[config.mk]
export PLATFORM = sky130hd
export DESIGN_NAME = vsg_core
export DESIGN_NICKNAME = d
export VERILOG_FILES = /design/src/inc/vsg_pkg.sv /design/src/design/vsg_addr_cmp.sv /design/src/design/vsg_core.sv
export SDC_FILE = /design/constraint.sdc
export NUM_CORES = 1
export LEC_CHECK = 0
export ABC_CLOCK_PERIOD_IN_PS = 1900
export BUFFER_PORTS_ARGS = -buffer_cell sky130_fd_sc_hd__buf_2
export CAP_MARGIN = 20
export CORE_ASPECT_RATIO = 0.5
export CORE_MARGIN = 4
export CORE_UTILIZATION = 48
export DETAILED_ROUTE_END_ITERATION = 8
export PLACE_DENSITY = 0.81
export RECOVER_POWER = 100
export SYNTH_ARGS = -nofsm -noshare
export SYNTH_HDL_FRONTEND = slang
export SYNTH_SLANG_ARGS = --single-unit
[constraint.sdc]
create_clock -name clock_i -period 1.9 [get_ports clock_i]
set_input_delay 0.285 -clock clock_i [delete_from_list [all_inputs] [get_ports clock_i]]
set_output_delay 0.285 -clock clock_i [all_outputs]
set_load 0.05 [all_outputs]
[src/inc/vsg_pkg.sv]
// Shared constants and types of the VME slave glue controller.
package vsg_pkg;

	// ------------------------------------------------------------
	// Register map (byte addresses, one aligned word each).
	// ------------------------------------------------------------
	localparam logic [7:0] VSG_ADDR_CTRL      = 8'h00; // Enables and decode delay.
	localparam logic [7:0] VSG_ADDR_COMPARE   = 8'h04; // Address compare value, one byte per lane.
	localparam logic [7:0] VSG_ADDR_MASK      = 8'h08; // Compare mask, a one bit takes part.
	localparam logic [7:0] VSG_ADDR_STATUS    = 8'h0c; // Live state, read only.
	localparam logic [7:0] VSG_ADDR_STATUS_ID = 8'h10; // Last captured status/ID word.

	// ------------------------------------------------------------
	// Field positions and reset values.
	// ------------------------------------------------------------
	localparam int VSG_CTRL_IRQ_EN_BIT = 0;  // Lets the local request reach the bus.
	localparam int VSG_CTRL_DLY_LSB    = 8;  // Decode delay in clock cycles.
	localparam int VSG_CTRL_DLY_W      = 4;  // Width of the decode delay field.
	localparam int VSG_STAT_PEND_BIT   = 0;  // Local request pending.
	localparam int VSG_STAT_BUSY_BIT   = 1;  // A bus cycle is in progress.
	localparam int VSG_STAT_BLT_BIT    = 2;  // Upper address latch is in use.
	localparam int VSG_STAT_REG_LSB    = 4;  // Last sampled region number.
	localparam int VSG_STAT_MATCH_LSB  = 8;  // Lane match outputs, active low.
	localparam logic [31:0] VSG_CTRL_RESET    = 32'h0000_0201;
	localparam logic [31:0] VSG_COMPARE_RESET = 32'h0000_0000;
	localparam logic [31:0] VSG_MASK_RESET    = 32'hffff_ffff;

	// ------------------------------------------------------------
	// Timing: address setup before each DRAM strobe.
	// ------------------------------------------------------------
	localparam int VSG_CLK_MHZ        = 250; // Clock rate.
	localparam int VSG_ADDR_SETUP_NS  = 8;   // Least buffer-to-strobe setup time.
	localparam int VSG_ADDR_SETUP_CYC = ((VSG_ADDR_SETUP_NS * VSG_CLK_MHZ + 999) / 1000 < 1) ?
		1 : (VSG_ADDR_SETUP_NS * VSG_CLK_MHZ + 999) / 1000;

	// ------------------------------------------------------------
	// Carriers.
	// ------------------------------------------------------------
	typedef struct packed {
		logic strobe_n;  // Bus data strobes, low during a cycle.
		logic iack_n;    // Daisy chain acknowledge reaching this board, low active.
		logic mux_cycle; // Current strobe carries a multiplexed address.
		logic blt;       // Block transfer in progress.
		logic dram_sel;  // Access targets DRAM rather than I/O.
	} vsg_vme_s;

	typedef struct packed {
		logic row_en; // Row address buffer enable.
		logic col_en; // Column address buffer enable.
		logic ras_n;  // Row strobe, low active.
		logic cas_n;  // Column strobe, low active.
	} vsg_dram_s;

endpackage

[src/design/vsg_addr_cmp.sv]
// Per-lane masked address comparators of the bus transceivers.
`timescale 1ns/1ns
module vsg_addr_cmp
	import vsg_pkg::*;
#(
	parameter int LANES = 4 // Number of 8-bit transceiver lanes.
) (
	input  wire logic               clock_i,   // System clock.
	input  wire logic               rst_i,     // Synchronous reset, active high.
	input  wire logic [8*LANES-1:0] addr_i,    // Bus address bits.
	input  wire logic [8*LANES-1:0] compare_i, // Compare value.
	input  wire logic [8*LANES-1:0] mask_i,    // Mask, a one bit is compared.
	output logic      [LANES-1:0]   match_n_o  // Low when the lane agrees.
);

	// ------------------------------------------------------------
	// One registered comparator per lane.
	// ------------------------------------------------------------
	logic [LANES-1:0] next_match_n; // Lane results before the register.

	genvar g;
	generate
		for (g = 0; g < LANES; g++) begin : g_lane
			// A lane disagrees when any compared bit differs.
			assign next_match_n[g] = |((addr_i[8*g +: 8] ^ compare_i[8*g +: 8])
				& mask_i[8*g +: 8]);
		end
	endgenerate

	// One register for all lanes, so the output has a single driver.
	// Registered so the decoder sees a clean level, at one cycle of latency.
	always_ff @(posedge clock_i) begin
		if (rst_i) begin
			match_n_o <= {LANES{1'b1}};
		end else begin
			match_n_o <= next_match_n;
		end
	end

	a_lane_match : assert property (@(posedge clock_i) disable iff (rst_i)
		!$past(rst_i) |-> (match_n_o[0] ==
		(((($past(addr_i) ^ $past(compare_i)) & $past(mask_i)) & 32'h0000_00ff) != 0)))
		else $error("Lane 0 match output disagrees with masked compare.");

endmodule // vsg_addr_cmp

[src/design/vsg_core.sv]
// VME slave controller core: interrupter, region sampling, DRAM and latch control.
//
// The implementer's own choices: register access over APB and the placing of the registers.
`timescale 1ns/1ns
module vsg_core
	import vsg_pkg::*;
#(
	parameter int LANES = 4 // Transceiver lanes.
) (
	input  wire logic              clock_i,                 // System clock.
	input  wire logic              rst_i,                   // Synchronous reset, active high.
	input  wire logic [7:0]        paddr_i,                 // APB address.
	input  wire logic              psel_i,                  // APB select.
	input  wire logic              penable_i,               // APB enable.
	input  wire logic              pwrite_i,                // APB direction.
	input  wire logic [31:0]       pwdata_i,                // APB write data.
	output logic      [31:0]       prdata_o,                // APB read data.
	output logic                   pready_o,                // APB ready.
	output logic                   pslverr_o,               // APB error on unmapped address.
	input  wire vsg_vme_s          vme_i,                   // Bus cycle controls.
	input  wire logic [8*LANES-1:0] vme_addr_i,             // Bus address.
	input  wire logic [3:0]        region_i,                // Region from the local decoder.
	input  wire logic              shared_local_irq_n_i,    // Shared local request, low active.
	input  wire logic [31:0]       local_data_bus_i,        // Local data bus.
	output logic                   vme_irq_n_o,             // Bus interrupt request, low active.
	output logic                   local_data_drive_en_n_o, // Asks local logic to drive data.
	output logic      [LANES-1:0]  addr_match_n_o,          // Lane matches, low active.
	output logic                   region_strobe_o,         // Pulse when region is sampled.
	output logic      [3:0]        region_o,                // Sampled region.
	output logic                   upper_addr_latch_o,      // Captures upper address bits.
	output logic                   upper_addr_out_en_n_o,   // Drives the latched address out.
	output vsg_dram_s              dram_o,                  // DRAM buffer and strobe controls.
	output logic      [31:0]       status_id_o              // Status/ID word for the bus.
);

	// ------------------------------------------------------------
	// Registers and state.
	// ------------------------------------------------------------
	typedef enum logic [3:0] {
		ST_IDLE, ST_DELAY, ST_ROW, ST_RAS, ST_COL, ST_CAS, ST_IACK_REQ, ST_IACK_CAP, ST_HOLD
	} vsg_state_e;

	vsg_state_e state;       // Bus cycle sequencer.
	logic [31:0] ctrl;       // Control register.
	logic [31:0] compare;    // Compare value register.
	logic [31:0] mask;       // Mask register.
	logic [3:0]  cnt;        // Delay and setup counter.
	logic        strobe_q;   // Strobe level one cycle back, for edge finding.
	logic        blt_active; // A multiplexed block transfer holds the latches.
	logic        addr_beat;  // Current strobe is the address beat.
	logic        start;      // Falling edge of the strobes.
	logic        irq_pend;   // Local request seen.
	logic        hit;        // Address decodes to a register.
	logic [31:0] rd_mux;     // Read data selected by address.

	assign start    = strobe_q & ~vme_i.strobe_n;
	assign irq_pend = ~shared_local_irq_n_i;

	// ------------------------------------------------------------
	// APB slave.
	// ------------------------------------------------------------
	// Zero wait states: read data is loaded in the setup cycle and stands in the access cycle.
	assign pready_o = 1'b1;
	assign hit = (paddr_i == VSG_ADDR_CTRL) || (paddr_i == VSG_ADDR_COMPARE) ||
		(paddr_i == VSG_ADDR_MASK) || (paddr_i == VSG_ADDR_STATUS) ||
		(paddr_i == VSG_ADDR_STATUS_ID);
	assign pslverr_o = psel_i & penable_i & ~hit;

	// Read multiplexer; an unmapped address reads as zero.
	always_comb begin
		rd_mux = 32'h0000_0000;
		unique case (paddr_i)
			VSG_ADDR_CTRL:      rd_mux = ctrl;
			VSG_ADDR_COMPARE:   rd_mux = compare;
			VSG_ADDR_MASK:      rd_mux = mask;
			VSG_ADDR_STATUS: begin
				rd_mux[VSG_STAT_PEND_BIT] = irq_pend;
				rd_mux[VSG_STAT_BUSY_BIT] = (state != ST_IDLE);
				rd_mux[VSG_STAT_BLT_BIT]  = blt_active;
				rd_mux[VSG_STAT_REG_LSB +: 4] = region_o;
				rd_mux[VSG_STAT_MATCH_LSB +: LANES] = addr_match_n_o;
			end
			VSG_ADDR_STATUS_ID: rd_mux = status_id_o;
			default:            rd_mux = 32'h0000_0000;
		endcase
	end

	// Read data register.
	always_ff @(posedge clock_i) begin
		if (rst_i) begin
			prdata_o <= 32'h0000_0000;
		end else if (psel_i && !penable_i && !pwrite_i) begin
			prdata_o <= rd_mux;
		end
	end

	// Writable registers take effect at the access edge only.
	always_ff @(posedge clock_i) begin
		if (rst_i) begin
			ctrl    <= VSG_CTRL_RESET;
			compare <= VSG_COMPARE_RESET;
			mask    <= VSG_MASK_RESET;
		end else if (psel_i && penable_i && pwrite_i) begin
			if (paddr_i == VSG_ADDR_CTRL) begin
				ctrl <= pwdata_i;
			end
			if (paddr_i == VSG_ADDR_COMPARE) begin
				compare <= pwdata_i;
			end
			if (paddr_i == VSG_ADDR_MASK) begin
				mask <= pwdata_i;
			end
		end
	end

	a_ctrl_write : assert property (@(posedge clock_i) disable iff (rst_i)
		psel_i && penable_i && pwrite_i && paddr_i == VSG_ADDR_CTRL
		|=> ctrl == $past(pwdata_i))
		else $error("Control register did not take the written value.");

	// ------------------------------------------------------------
	// Transceiver comparators.
	// ------------------------------------------------------------
	vsg_addr_cmp #(
		.LANES(LANES)
	) u_cmp (
		.clock_i  (clock_i),
		.rst_i    (rst_i),
		.addr_i   (vme_addr_i),
		.compare_i(compare[8*LANES-1:0]),
		.mask_i   (mask[8*LANES-1:0]),
		.match_n_o(addr_match_n_o)
	);

	// ------------------------------------------------------------
	// Interrupter.
	// ------------------------------------------------------------
	// A local request, when enabled, raises the bus request one cycle later.
	always_ff @(posedge clock_i) begin
		if (rst_i) begin
			vme_irq_n_o <= 1'b1;
		end else begin
			vme_irq_n_o <= ~(irq_pend & ctrl[VSG_CTRL_IRQ_EN_BIT]);
		end
	end

	a_irq_follow : assert property (@(posedge clock_i) disable iff (rst_i)
		irq_pend && ctrl[VSG_CTRL_IRQ_EN_BIT] |=> !vme_irq_n_o)
		else $error("Local request did not raise the bus interrupt.");

	// ------------------------------------------------------------
	// Bus cycle sequencer.
	// ------------------------------------------------------------
	// Strobe history for the start edge.
	always_ff @(posedge clock_i) begin
		if (rst_i) begin
			strobe_q <= 1'b1;
		end else begin
			strobe_q <= vme_i.strobe_n;
		end
	end

	// The sequencer; a strobe release ends any cycle at once, so a short master cannot hang it.
	always_ff @(posedge clock_i) begin
		if (rst_i) begin
			state <= ST_IDLE;
			cnt   <= 4'h0;
		end else if (state != ST_IDLE && vme_i.strobe_n) begin
			state <= ST_IDLE;
		end else begin
			unique case (state)
				ST_IDLE: begin
					if (start && !vme_i.iack_n && irq_pend) begin
						state <= ST_IACK_REQ;
					end else if (start) begin
						state <= ST_DELAY;
						cnt   <= ctrl[VSG_CTRL_DLY_LSB +: VSG_CTRL_DLY_W];
					end
				end
				ST_DELAY: begin
					// The region inputs are only trusted once the delay has run out.
					if (cnt != 4'h0) begin
						cnt <= cnt - 4'h1;
					end else if (vme_i.dram_sel) begin
						state <= ST_ROW;
						cnt   <= 4'(VSG_ADDR_SETUP_CYC - 1);
					end else begin
						state <= ST_HOLD;
					end
				end
				ST_ROW: begin
					// Row buffer settles before RAS falls.
					if (cnt != 4'h0) begin
						cnt <= cnt - 4'h1;
					end else begin
						state <= ST_RAS;
					end
				end
				ST_RAS: begin
					state <= ST_COL;
					cnt   <= 4'(VSG_ADDR_SETUP_CYC - 1);
				end
				ST_COL: begin
					// Column buffer settles before CAS falls.
					if (cnt != 4'h0) begin
						cnt <= cnt - 4'h1;
					end else begin
						state <= ST_CAS;
					end
				end
				ST_CAS:      state <= ST_CAS;
				ST_IACK_REQ: state <= ST_IACK_CAP;
				ST_IACK_CAP: state <= ST_HOLD;
				ST_HOLD:     state <= ST_HOLD;
				default:     state <= ST_IDLE;
			endcase
		end
	end

	// Region sampling after the decode delay.
	always_ff @(posedge clock_i) begin
		if (rst_i) begin
			region_o        <= 4'h0;
			region_strobe_o <= 1'b0;
		end else begin
			region_strobe_o <= (state == ST_DELAY) && (cnt == 4'h0) && !vme_i.strobe_n;
			if ((state == ST_DELAY) && (cnt == 4'h0) && !vme_i.strobe_n) begin
				region_o <= region_i;
			end
		end
	end

	a_decode_wait : assert property (@(posedge clock_i) disable iff (rst_i)
		region_strobe_o |-> $past(state) == ST_DELAY && $past(cnt) == 4'h0)
		else $error("Region sampled before the decode delay ran out.");

	a_delay_holds : assert property (@(posedge clock_i) disable iff (rst_i)
		state == ST_DELAY && cnt != 4'h0 && !vme_i.strobe_n |=> state == ST_DELAY)
		else $error("Decode delay left early.");

	// ------------------------------------------------------------
	// DRAM controls and acknowledge data request.
	// ------------------------------------------------------------
	// Decoded from the state register, so each control changes at most once per state change.
	always_comb begin
		dram_o.row_en = (state == ST_ROW) || (state == ST_RAS);
		dram_o.col_en = (state == ST_COL) || (state == ST_CAS);
		dram_o.ras_n  = !((state == ST_RAS) || (state == ST_COL) || (state == ST_CAS));
		dram_o.cas_n  = !(state == ST_CAS);
		local_data_drive_en_n_o = !((state == ST_IACK_REQ) || (state == ST_IACK_CAP));
	end

	a_ras_then_cas : assert property (@(posedge clock_i) disable iff (rst_i)
		$fell(dram_o.cas_n) |-> !dram_o.ras_n && !$past(dram_o.ras_n) && dram_o.col_en)
		else $error("CAS fell without RAS held and column buffer on.");

	a_row_first : assert property (@(posedge clock_i) disable iff (rst_i)
		$fell(dram_o.ras_n) |-> $past(dram_o.row_en) && dram_o.row_en && dram_o.cas_n)
		else $error("RAS fell without the row buffer enabled.");

	// Status/ID capture at the second cycle of the local drive window.
	always_ff @(posedge clock_i) begin
		if (rst_i) begin
			status_id_o <= 32'h0000_0000;
		end else if (state == ST_IACK_CAP) begin
			status_id_o <= local_data_bus_i;
		end
	end

	a_iack_drive : assert property (@(posedge clock_i) disable iff (rst_i)
		state == ST_IDLE && start && !vme_i.iack_n && irq_pend
		|=> !local_data_drive_en_n_o ##1 (!local_data_drive_en_n_o || $past(vme_i.strobe_n)))
		else $error("Acknowledge did not ask local logic for the status word.");

	a_iack_capture : assert property (@(posedge clock_i) disable iff (rst_i)
		state == ST_IACK_CAP |=> status_id_o == $past(local_data_bus_i))
		else $error("Status word not captured from the local data bus.");

	// ------------------------------------------------------------
	// Upper address latch control for multiplexed block transfers.
	// ------------------------------------------------------------
	// Latch pulses on the address beat; the latch drives out on later beats of the block.
	always_ff @(posedge clock_i) begin
		if (rst_i) begin
			upper_addr_latch_o <= 1'b0;
			blt_active         <= 1'b0;
			addr_beat          <= 1'b0;
		end else begin
			upper_addr_latch_o <= start & vme_i.mux_cycle;
			if (start && vme_i.mux_cycle && vme_i.blt) begin
				blt_active <= 1'b1;
			end else if (!vme_i.blt) begin
				blt_active <= 1'b0;
			end
			if (start) begin
				addr_beat <= vme_i.mux_cycle;
			end else if (vme_i.strobe_n) begin
				addr_beat <= 1'b0;
			end
		end
	end

	assign upper_addr_out_en_n_o = !(blt_active && !addr_beat && !vme_i.strobe_n);

	a_latch_pulse : assert property (@(posedge clock_i) disable iff (rst_i)
		start && vme_i.mux_cycle |=> upper_addr_latch_o ##1 !upper_addr_latch_o)
		else $error("Upper address latch pulse missing or too long.");

endmodule // vsg_core

== Word-level counts from Yosys, hierarchy flattened ==
Cells that the tools add are included.
Word-level totals
  word-level logic and storage cells: 126
  input bits: 119
  bits in registers: 182
  output and inout bits: 83
Cells by class
  mux-type cells: 21
  reduce and logical (&&, ||, !) cells: 50
  equal/unequal tests: 21
  bitwise logic cells: 18
  $add $sub $neg: 1
Operator list (count)
  20-bit case mux with 4 select lines: 1
  4-bit two-way mux: 11
  8-bit case mux with 5 select lines: 1
  8-bit AND: 4
  4-bit case mux with 8 select lines: 1
  8-bit OR reduction: 4
  8-bit XOR: 4
  4-bit by 3-bit == test with 1-bit output, second input constant: 4
  8-bit by 4-bit == test with 1-bit output, second input constant: 2
  4-bit case mux with 4 select lines: 1
  3-bit case mux with 5 select lines: 1
  1-bit logical AND: 13
  4-bit nonzero test: 3
  2-bit inequality test, second input constant: 5
  1-bit logical NOT: 9
  1-bit logical OR: 9
  4-bit by 2-bit == test with 1-bit output, second input constant: 2
  8-bit by 3-bit == test with 1-bit output, second input constant: 1
  8-bit by 5-bit == test with 1-bit output, second input constant: 1
  4-bit logical NOT: 2
  8-bit logical NOT: 1
  3-bit inequality test, second input constant: 2
  2-bit AND reduction: 3
  6-bit AND reduction: 1
  11 further kinds: 25

== Logic depth before layout (Yosys ltp) ==
Gate-level depths: netlist (run 1).
  depth in word-level cells: 7
  gate-level depth with buffers: 8
  depth with buffers taken out: 7

== Cells and area by module ==
From an unflattened synthesis (run 1), not the netlist that was laid out.
Second synthesis, totals
  cell total of the unflattened synthesis: 927
  area total of the unflattened synthesis: 8145.3 sq um
By module, submodules not included
  vsg_core: seq. area each 3563.4 sq um, cells an instance 871, instances 1, area each 7609.8 sq um
  vsg_addr_cmp: seq. area each 80.1 sq um, cells an instance 56, instances 1, area each 535.5 sq um

== Worst setup path after synthesis (run 1) ==
No wires, ideal clock.
  kind: flip-flop to output port
  start: register state[1]
  end: output port dram_o[0] (netlist bit)
  slack: -0.269 ns
  cell stages (with the launch flop): 5
  required time: 1.615 ns
  arrival time: 1.884 ns
  buffers on the path: 1
  path through: dfxtp_1 > buf_2 > nand2b_1 > nor2_1 > nand2_1
RTL lines
  start: declaration: RTL line vsg_core.sv:43  | vsg_state_e state;
  start signal: assignment: RTL line vsg_core.sv:166  | state <= ST_IDLE;
  start signal: assignment: RTL line vsg_core.sv:169  | state <= ST_IDLE;
  start signal: assignment: RTL line vsg_core.sv:174  | state <= ST_IACK_REQ;
  end: declaration: RTL line vsg_core.sv:32  | output vsg_dram_s dram_o,

== Final worst setup path (run 1) ==
  start: register cnt[0]
  end: register cnt[3]
On the way
  longest elaborated chain between the ends: 3
  elaborated cells between the ends (all ways): 8
  those cells by class: add/sub (1); eq/ne (2); mux (3); reduce/logical (2)
RTL lines
  start: declaration: RTL line vsg_core.sv:47  | logic [3:0] cnt;
  start signal: assignment: RTL line vsg_core.sv:177  | cnt <= ctrl[VSG_CTRL_DLY_LSB +: VSG_CTRL_DLY_W];
  start signal: assignment: RTL line vsg_core.sv:183  | cnt <= cnt - 4'h1;
  start signal: assignment: RTL line vsg_core.sv:186  | cnt <= 4'(VSG_ADDR_SETUP_CYC - 1);
  4-bit by 1-bit subtractor with 4-bit output / 4-bit nonzero test (equally long branches)
  4-bit two-way mux, or another cell as far along: RTL line vsg_core.sv:193, vsg_core.sv:205
  4-bit case mux with 4 select lines / 6-bit AND reduction (equally long branches)
Several ways; a longest one is shown, not always the timed one. The select of a mux whose other input is x is not followed.
A chain may end at the register's enable or synchronous reset.

==> results of run 1 <==
-- per-layer routing --
| layer | wire, um | vias to the layer above | part of all wire | GRT usage |
|---|---|---|---|---|
| li1 | - | 3710 | - | - |
| met1 | 10800 | 3697 | 0.43 | 0.334 |
| met2 | 12000 | 344 | 0.48 | 0.438 |
| met3 | 1820 | 61 | 0.072 | 0.0605 |
| met4 | 672 | 2 | 0.027 | 0.0960 |
| met5 | 14 | - | 0.00055 | 0 |
-- power by group --
group | leakage [nW] | total, mW | internal, mW | switching, mW
sequential | 1.47 | 3.98 | 3.89 | 0.0912
combinational | 2.05 | 1.56 | 0.649 | 0.915
clock | 0.275 | 3.45 | 1.77 | 1.67
total | 3.79 | 8.99 | 6.31 | 2.68
-- through the flow --
stage / setup TNS [ns] / utilization / cell area (um^2)
floorplan: 0 / - / 8100
global placement: 0 / 0.583 / 9580
detailed placement: -0.730 / 0.583 / 9580
CTS: 0 / 0.619 / 10200
global route: 0 / 0.612 / 10100
finish: 0 / 0.612 / 10100
-- synthesized netlist by cell type, drive strengths merged (4+ instances only) --
cell	instances
o21ai	49
xor2	32
a22o	14
a221oi	4
inv	12
nor3	7
nand2	274
nand3	10
nand3b	4
a22oi	32
nor2	38
a21oi	106
a222oi	4
mux2i	58
buf	29
mux4	10
or4	4
dfxtp	182
clkbuf	41
-- critical path, stage by stage (launching register included) --
cell     delay, ns
dfxtp_2       0.33
inv_2         0.05
ha_1          0.13
or3b_4        0.38
a22o_1        0.24
a32o_1        0.24
and3_1        0.17
a31o_1        0.17
-- cell usage in the layout, fill, tap and decap left out, types with 4 or more instances in the layout --
| cell | n |
|---|---|
| nor2_1 | 34 |
| a22oi_1 | 31 |
| mux4_2 | 10 |
| nand2_1 | 274 |
| buf_2 | 120 |
| a221oi_1 | 4 |
| buf_4 | 40 |
| a21oi_1 | 104 |
| buf_12 | 8 |
| nand3_1 | 10 |
| dfxtp_1 | 176 |
| o21ai_0 | 46 |
| nand3b_1 | 4 |
| a22o_1 | 14 |
| mux2i_1 | 58 |
| nor3_1 | 5 |
| clkbuf_1 | 80 |
| inv_1 | 9 |
| clkbuf_16 | 17 |
| dfxtp_2 | 4 |
| xor2_1 | 32 |
| a222oi_1 | 4 |
-- final cells by class --
class                      instances  area (um^2)  share of cell area
inverter                          12         45.0             0.00448
tap                              227          284              0.0282
timing repair buffer             255         1430               0.142
antenna                            1         2.50            0.000249
clock inverter                    14          138              0.0137
clock buffer                      18          439              0.0437
sequential                       182         3660               0.363
multi-input combinational        695         4070               0.405
-- timing repair --
action | CTS | global route
pin swaps | 0 | 2
resized for setup | 5 | 17
setup endpoints to repair | 6 | 11
-- kinds of logic (layout without fill, tap and decap cells) --
group | Yosys count | after routing | synth area share
compound gates | 230 | 230 | 0.172
xor+xnor | 33 | 33 | 0.0357
fa+ha+maj | 3 | 3 | 0.00433
buf+inv | 82 | 299 | 0.0506
flops | 182 | 182 | 0.450
mux | 68 | 68 | 0.0996
other cells | 1 | 2 | 0.000464
simple gates | 360 | 360 | 0.187
-- worst min-delay path by stage --
stage,end,cells after the start,from
floorplan,vme_irq_n_o$_SDFF_PP1_,1,ctrl[0]$_SDFFE_PP1P_
CTS,status_id_o[26]$_SDFFE_PP0N_,3,local_data_bus_i[26]
global route,status_id_o[26]$_SDFFE_PP0N_,3,local_data_bus_i[26]
global placement,vme_irq_n_o$_SDFF_PP1_,1,ctrl[0]$_SDFFE_PP1P_
finish,status_id_o[26]$_SDFFE_PP0N_,3,local_data_bus_i[26]
detailed placement,vme_irq_n_o$_SDFF_PP1_,1,ctrl[0]$_SDFFE_PP1P_
-- registers in the layout, indices dropped and copies added (netlist names) --
register            flops
prdata_o               32
cnt                     4
status_id_o            32
u_cmp.match_n_o         4
addr_beat               1
mask                   32
ctrl                   32
blt_active              1
upper_addr_latch_o      1
region_o                4
region_strobe_o         1
strobe_q                1
state                   4
compare                32
vme_irq_n_o             1
==> flow_metrics.tcl, run 1 <==
set metrics [dict create \
    status "finished clean" \
    cp-endpoint "cnt[3]$_SDFFE_PP0P_" \
    place_inst 1370 \
    min_period_ns 1.83 \
    hold_path.class "in -> reg" \
    drive_gt1_frac 0.207 \
    critPathRequiredTime_ns 2.22 \
    maxSlewHeadroom 0.384 \
    path_max_fanout 3 \
    first_iter_violations 679 \
    final_nets 1284 \
    ioPinCount 202 \
    r2r-start "cnt[0]$_SDFFE_PP0P_" \
    root_buffer "clkbuf_16" \
    hold_slack_ns 0.0855 \
    worstSkewPairLatency_ns 0.43 \
    post_cts_buffers 0 \
    fillers 1419 \
    reg2reg_to "cnt[3]$_SDFFE_PP0P_" \
    syn2layout_area_growth_pct 24.3 \
    grt_pass1_wl_um 39700 \
    netlist_area_um2 8090 \
    clock_skew_ns 0.0125 \
    rsz0062_at_grt "true" \
    clock_sinks 182 \
    cp-start-kind "flop" \
    tightest_slew_ns 0.921 \
    final_antenna_net_count 0 \
    h-tree-depth 4 \
    grt_max_degree 53 \
    synth_cells 959 \
    die_h_um 99.8 \
    cts_tree "done" \
    coreArea_um2 16400 \
    cts_buffer_depth 2 \
    grt_use_total 0.261 \
    ys.flop_type "dfxtp_1" \
    arrival_ns 2.15 \
    first_global_vias 7617 \
    vias 7814 \
    ys_seq_area_frac 0.450 \
    totalPowerFinal_mw 8.99 \
    r2r_cells 7 \
    period_share 0.964 \
    fin_ws_ns 0.0688 \
    setup_violations 0 \
    maxCapViolations 0 \
    startpoint "cnt[0]$_SDFFE_PP0P_" \
    ctsHoldBuffers 0 \
    fmax_ghz 0.546 \
    hpwlAfterDp_um 18200 \
    die_x_um 192 \
    synth_fp_nets 1080 \
    die-area_um2 19100 \
    r2r_setup_slack_ns 0.07 \
    hold_viol 0 \
    numPortBuffers 200 \
    clk_pin_slew_ns 0.08 \
    first_pass_iters 6 \
    leakage_nw 3.79 \
    initial_utilization 0.492 \
    pre_cts_ws_ns -0.0548 \
    rows 33 \
    wl_per_cell_um 18.0 \
    via_per_inst 5.57 \
    syn-mean-instance-area_um2 8.44 \
    synth_top_area_share 0.450 \
    async_reset_ff_frac 0 \
    power_density_nw_per_um2 894 \
    criticalPathCategory "reg -> reg" \
    wl_um 25300 \
    drcViolationCount 0 \
    synthTopCellsByArea "dfxtp_1 (45%), nand2_1 (13%), mux2i_1 (7.2%)" \
    yosysTopAreaCell "dfxtp_1" \
    ys_seq_elements 182 \
    synth_warnings 0 \
    antenna_found_initial 1 \
    fin_cells 1404 \
    synth_edf_count 0 \
    vdd_drop_max_uv 713 \
    cts-buffers-inserted 17 \
    cp-end-kind "flop" \
    maxSlewViolCount 0 \
    gr-total-overflow 0 \
    gp_congestion 0.898 \
    synth_cell_types 59 \
]
No activity file was read; power rests on OpenSTA's default activity.
==> inputs of run 2 (changes only) <==
==> constraint.sdc (replaced) <==
create_clock -name clock_i -period 1.9 [get_ports clock_i]
set_input_delay 0.38 -clock clock_i [delete_from_list [all_inputs] [get_ports clock_i]]
set_output_delay 0.38 -clock clock_i [all_outputs]
set_load 0.05 [all_outputs]
==> run 2 against run 1 <==
Net effect:
- non-clock buffer count rose by 13
- wire length rose by 1.3%
- register-to-register slack got worse by 0.04 ns
- first-iteration DRC count rose by 15%
- via count rose by 2.5%
- worst setup slack got worse by 0.039 ns
- combinational power rose by 9.6%
- die area did not move
- sequential power barely moved
- final cell count rose by 0.85%
- count of clock-buffer cells in the layout did not move
- largest power group unchanged
==> flow_metrics.tcl, run 2 (same netlist as run 1, synthesis figures left out) <==
set metrics [dict create \
    status "finished clean" \
    layout_common_cells "nand2_1 (273), dfxtp_1 (179), buf_2 (120), a21oi_1 (104), clkbuf_1 (84)" \
    r2r-start "cnt[0]$_SDFFE_PP0P_" \
    reg2reg_to "cnt[3]$_SDFFE_PP0P_" \
    startpoint "cnt[0]$_SDFFE_PP0P_" \
    diodes 0 \
    via_per_inst 5.66 \
    cts-buffers-inserted 17 \
    antenna_found_initial 2 \
    path_cells "inv_1 -> ha_1 -> or3b_4 -> a22o_1 -> a32o_1 -> and3_1 -> a31o_1" \
    worstSkewPairLatency_ns 0.44 \
    hpwlAfterDp_um 18300 \
    hold_path_depth 3 \
    gp_congestion 0.872 \
    period_share 0.984 \
    final_nets 1297 \
    die_x_um 192 \
    tightest_slew_ns 0.859 \
    final_core_util 0.617 \
    switchingPower_mw 2.71 \
    first_pass_iters 6 \
    combPwrFrac 0.187 \
    totalPowerFinal_mw 9.12 \
    grt_max_degree 71 \
    crit_buf_inv 1 \
    layout_commonest_cell "nand2_1" \
    cp_slowest_cell "or3b_4" \
    die-area_um2 19100 \
    arrival_ns 2.19 \
    maxCapViolations 0 \
    initial_utilization 0.492 \
    leakage_nw 3.87 \
    ctsHoldBuffers 0 \
    rows 33 \
    maxSlewViolCount 0 \
    cp-start-kind "flop" \
    rsz0062_at_grt "true" \
    cp-endpoint "cnt[3]$_SDFFE_PP0P_" \
    clock_sinks 182 \
    hold_path.class "in -> reg" \
    path_max_fanout 3 \
    root_buffer "clkbuf_16" \
    coreArea_um2 16400 \
    top_layer_used "met5" \
    first_global_vias 7733 \
    ioPinCount 202 \
    clk_pin_slew_ns 0.08 \
    first_iter_violations 782 \
    cts_tree "done" \
    gr-total-overflow 0 \
    die_h_um 99.8 \
    syn2layout_area_growth_pct 25.3 \
    vdd_drop_max_uv 756 \
    dr_wl_met3_um 2170 \
    critPathRequiredTime_ns 2.22 \
    vias 8010 \
    hold_viol 0 \
    r2r_cells 7 \
    wl_per_cell_um 18.1 \
    criticalPathCategory "reg -> reg" \
    power_density_nw_per_um2 900 \
    grt_pass1_wl_um 40100 \
    switching_share 0.298 \
    wl_um 25600 \
    maxSlewHeadroom 0.427 \
    dr_wl_met2_um 12100 \
    fmax_ghz 0.535 \
    grt_use_total 0.262 \
    cp_top_family "compound AO/OA/AOI/OAI gates" \
    power_frac_clock 0.378 \
    cts_buffer_depth 2 \
    cp-end-kind "flop" \
    setup_violations 0 \
    crit_cells 7 \
    drive_gt1_frac 0.214 \
    wl_met1_um 10600 \
    max_stage_delay_ns 0.38 \
    internal-power_mw 6.41 \
    r2r_setup_slack_ns 0.03 \
    clock_skew_ns 0.0129 \
    power_frac_seq 0.435 \
    final_antenna_net_count 0 \
    min_period_ns 1.87 \
    numPortBuffers 200 \
    drcViolationCount 0 \
    h-tree-depth 4 \
]
==> run 2: stage by stage <==
stage               hold WS (ns)  cells  cell area [um^2]  setup slack (ns)  TNS (ns)
detailed placement         0.413   1379              9610            -0.202     -9.29
global route               0.177   1416             10100           -0.0275    -0.123
finish                     0.175   1416             10100            0.0297         0
floorplan                  0.378    959              8100           -0.0665    -0.131
CTS                        0.166   1412             10200           -0.0354   -0.0839
global placement           0.404   1379              9610            -0.149     -4.38
==> run 2: worst reg2reg max path, stage by stage, from the launching register on <==
cell and delay (ns):
dfxtp_1 0.33, inv_1 0.08, ha_1 0.14, or3b_4 0.38, a22o_1 0.25, a32o_1 0.24, and3_1 0.18, a31o_1 0.18
==> run 2: area by class of cell <==
| cell class | instances | area, um^2 |
|---|---|---|
| Clock buffer | 18 | 439 |
| Tap cell | 227 | 284 |
| Multi-Input combinational cell | 695 | 4140 |
| Inverter | 12 | 45.0 |
| Fill cell | 1458 | 6300 |
| Timing Repair Buffer | 268 | 1440 |
| Sequential cell | 182 | 3650 |
| Clock inverter | 14 | 133 |
==> run 2: repair_timing <==
item / in CTS / in global routing
resized for setup: 16 / 15
endpoints found under the setup margin: 9 / 15
endpoints found under the hold margin: 0 / 0
setup buffers: 1 / 4
pin swaps: 1 / 4
==> run 2: metal layers <==
metal  global-route usage  vias to the layer above
met5                    0                        -
met4               0.0982                        4
met3               0.0577                       72
met2                0.435                      398
met1                0.338                     3789
li1                     -                     3747
==> run 2: power groups by stage <==
| stage | sequential [mW] | clock (mW) | combinational, mW |
|---|---|---|---|
| 5_1_grt | 3.97 | 3.65 | 1.83 |
| 2_1_floorplan | 4.07 | 0 | 0.945 |
| 3_5_place_dp | 4.05 | 0 | 1.52 |
| 3_3_place_gp | 4.05 | 0 | 1.48 |
| 6_report | 3.97 | 3.45 | 1.71 |
| 4_1_cts | 3.97 | 3.48 | 1.56 |
==> run 2: worst min-delay path by stage <==
stage                              start                      endpoint  slack (ns)
global placement    ctrl[0]$_SDFFE_PP1P_        vme_irq_n_o$_SDFF_PP1_        0.40
finish              local_data_bus_i[10]  status_id_o[10]$_SDFFE_PP0N_        0.18
floorplan           ctrl[0]$_SDFFE_PP1P_        vme_irq_n_o$_SDFF_PP1_        0.38
global route        local_data_bus_i[19]  status_id_o[19]$_SDFFE_PP0N_        0.18
detailed placement  ctrl[0]$_SDFFE_PP1P_        vme_irq_n_o$_SDFF_PP1_        0.41
CTS                 local_data_bus_i[31]  status_id_o[31]$_SDFFE_PP0N_        0.17
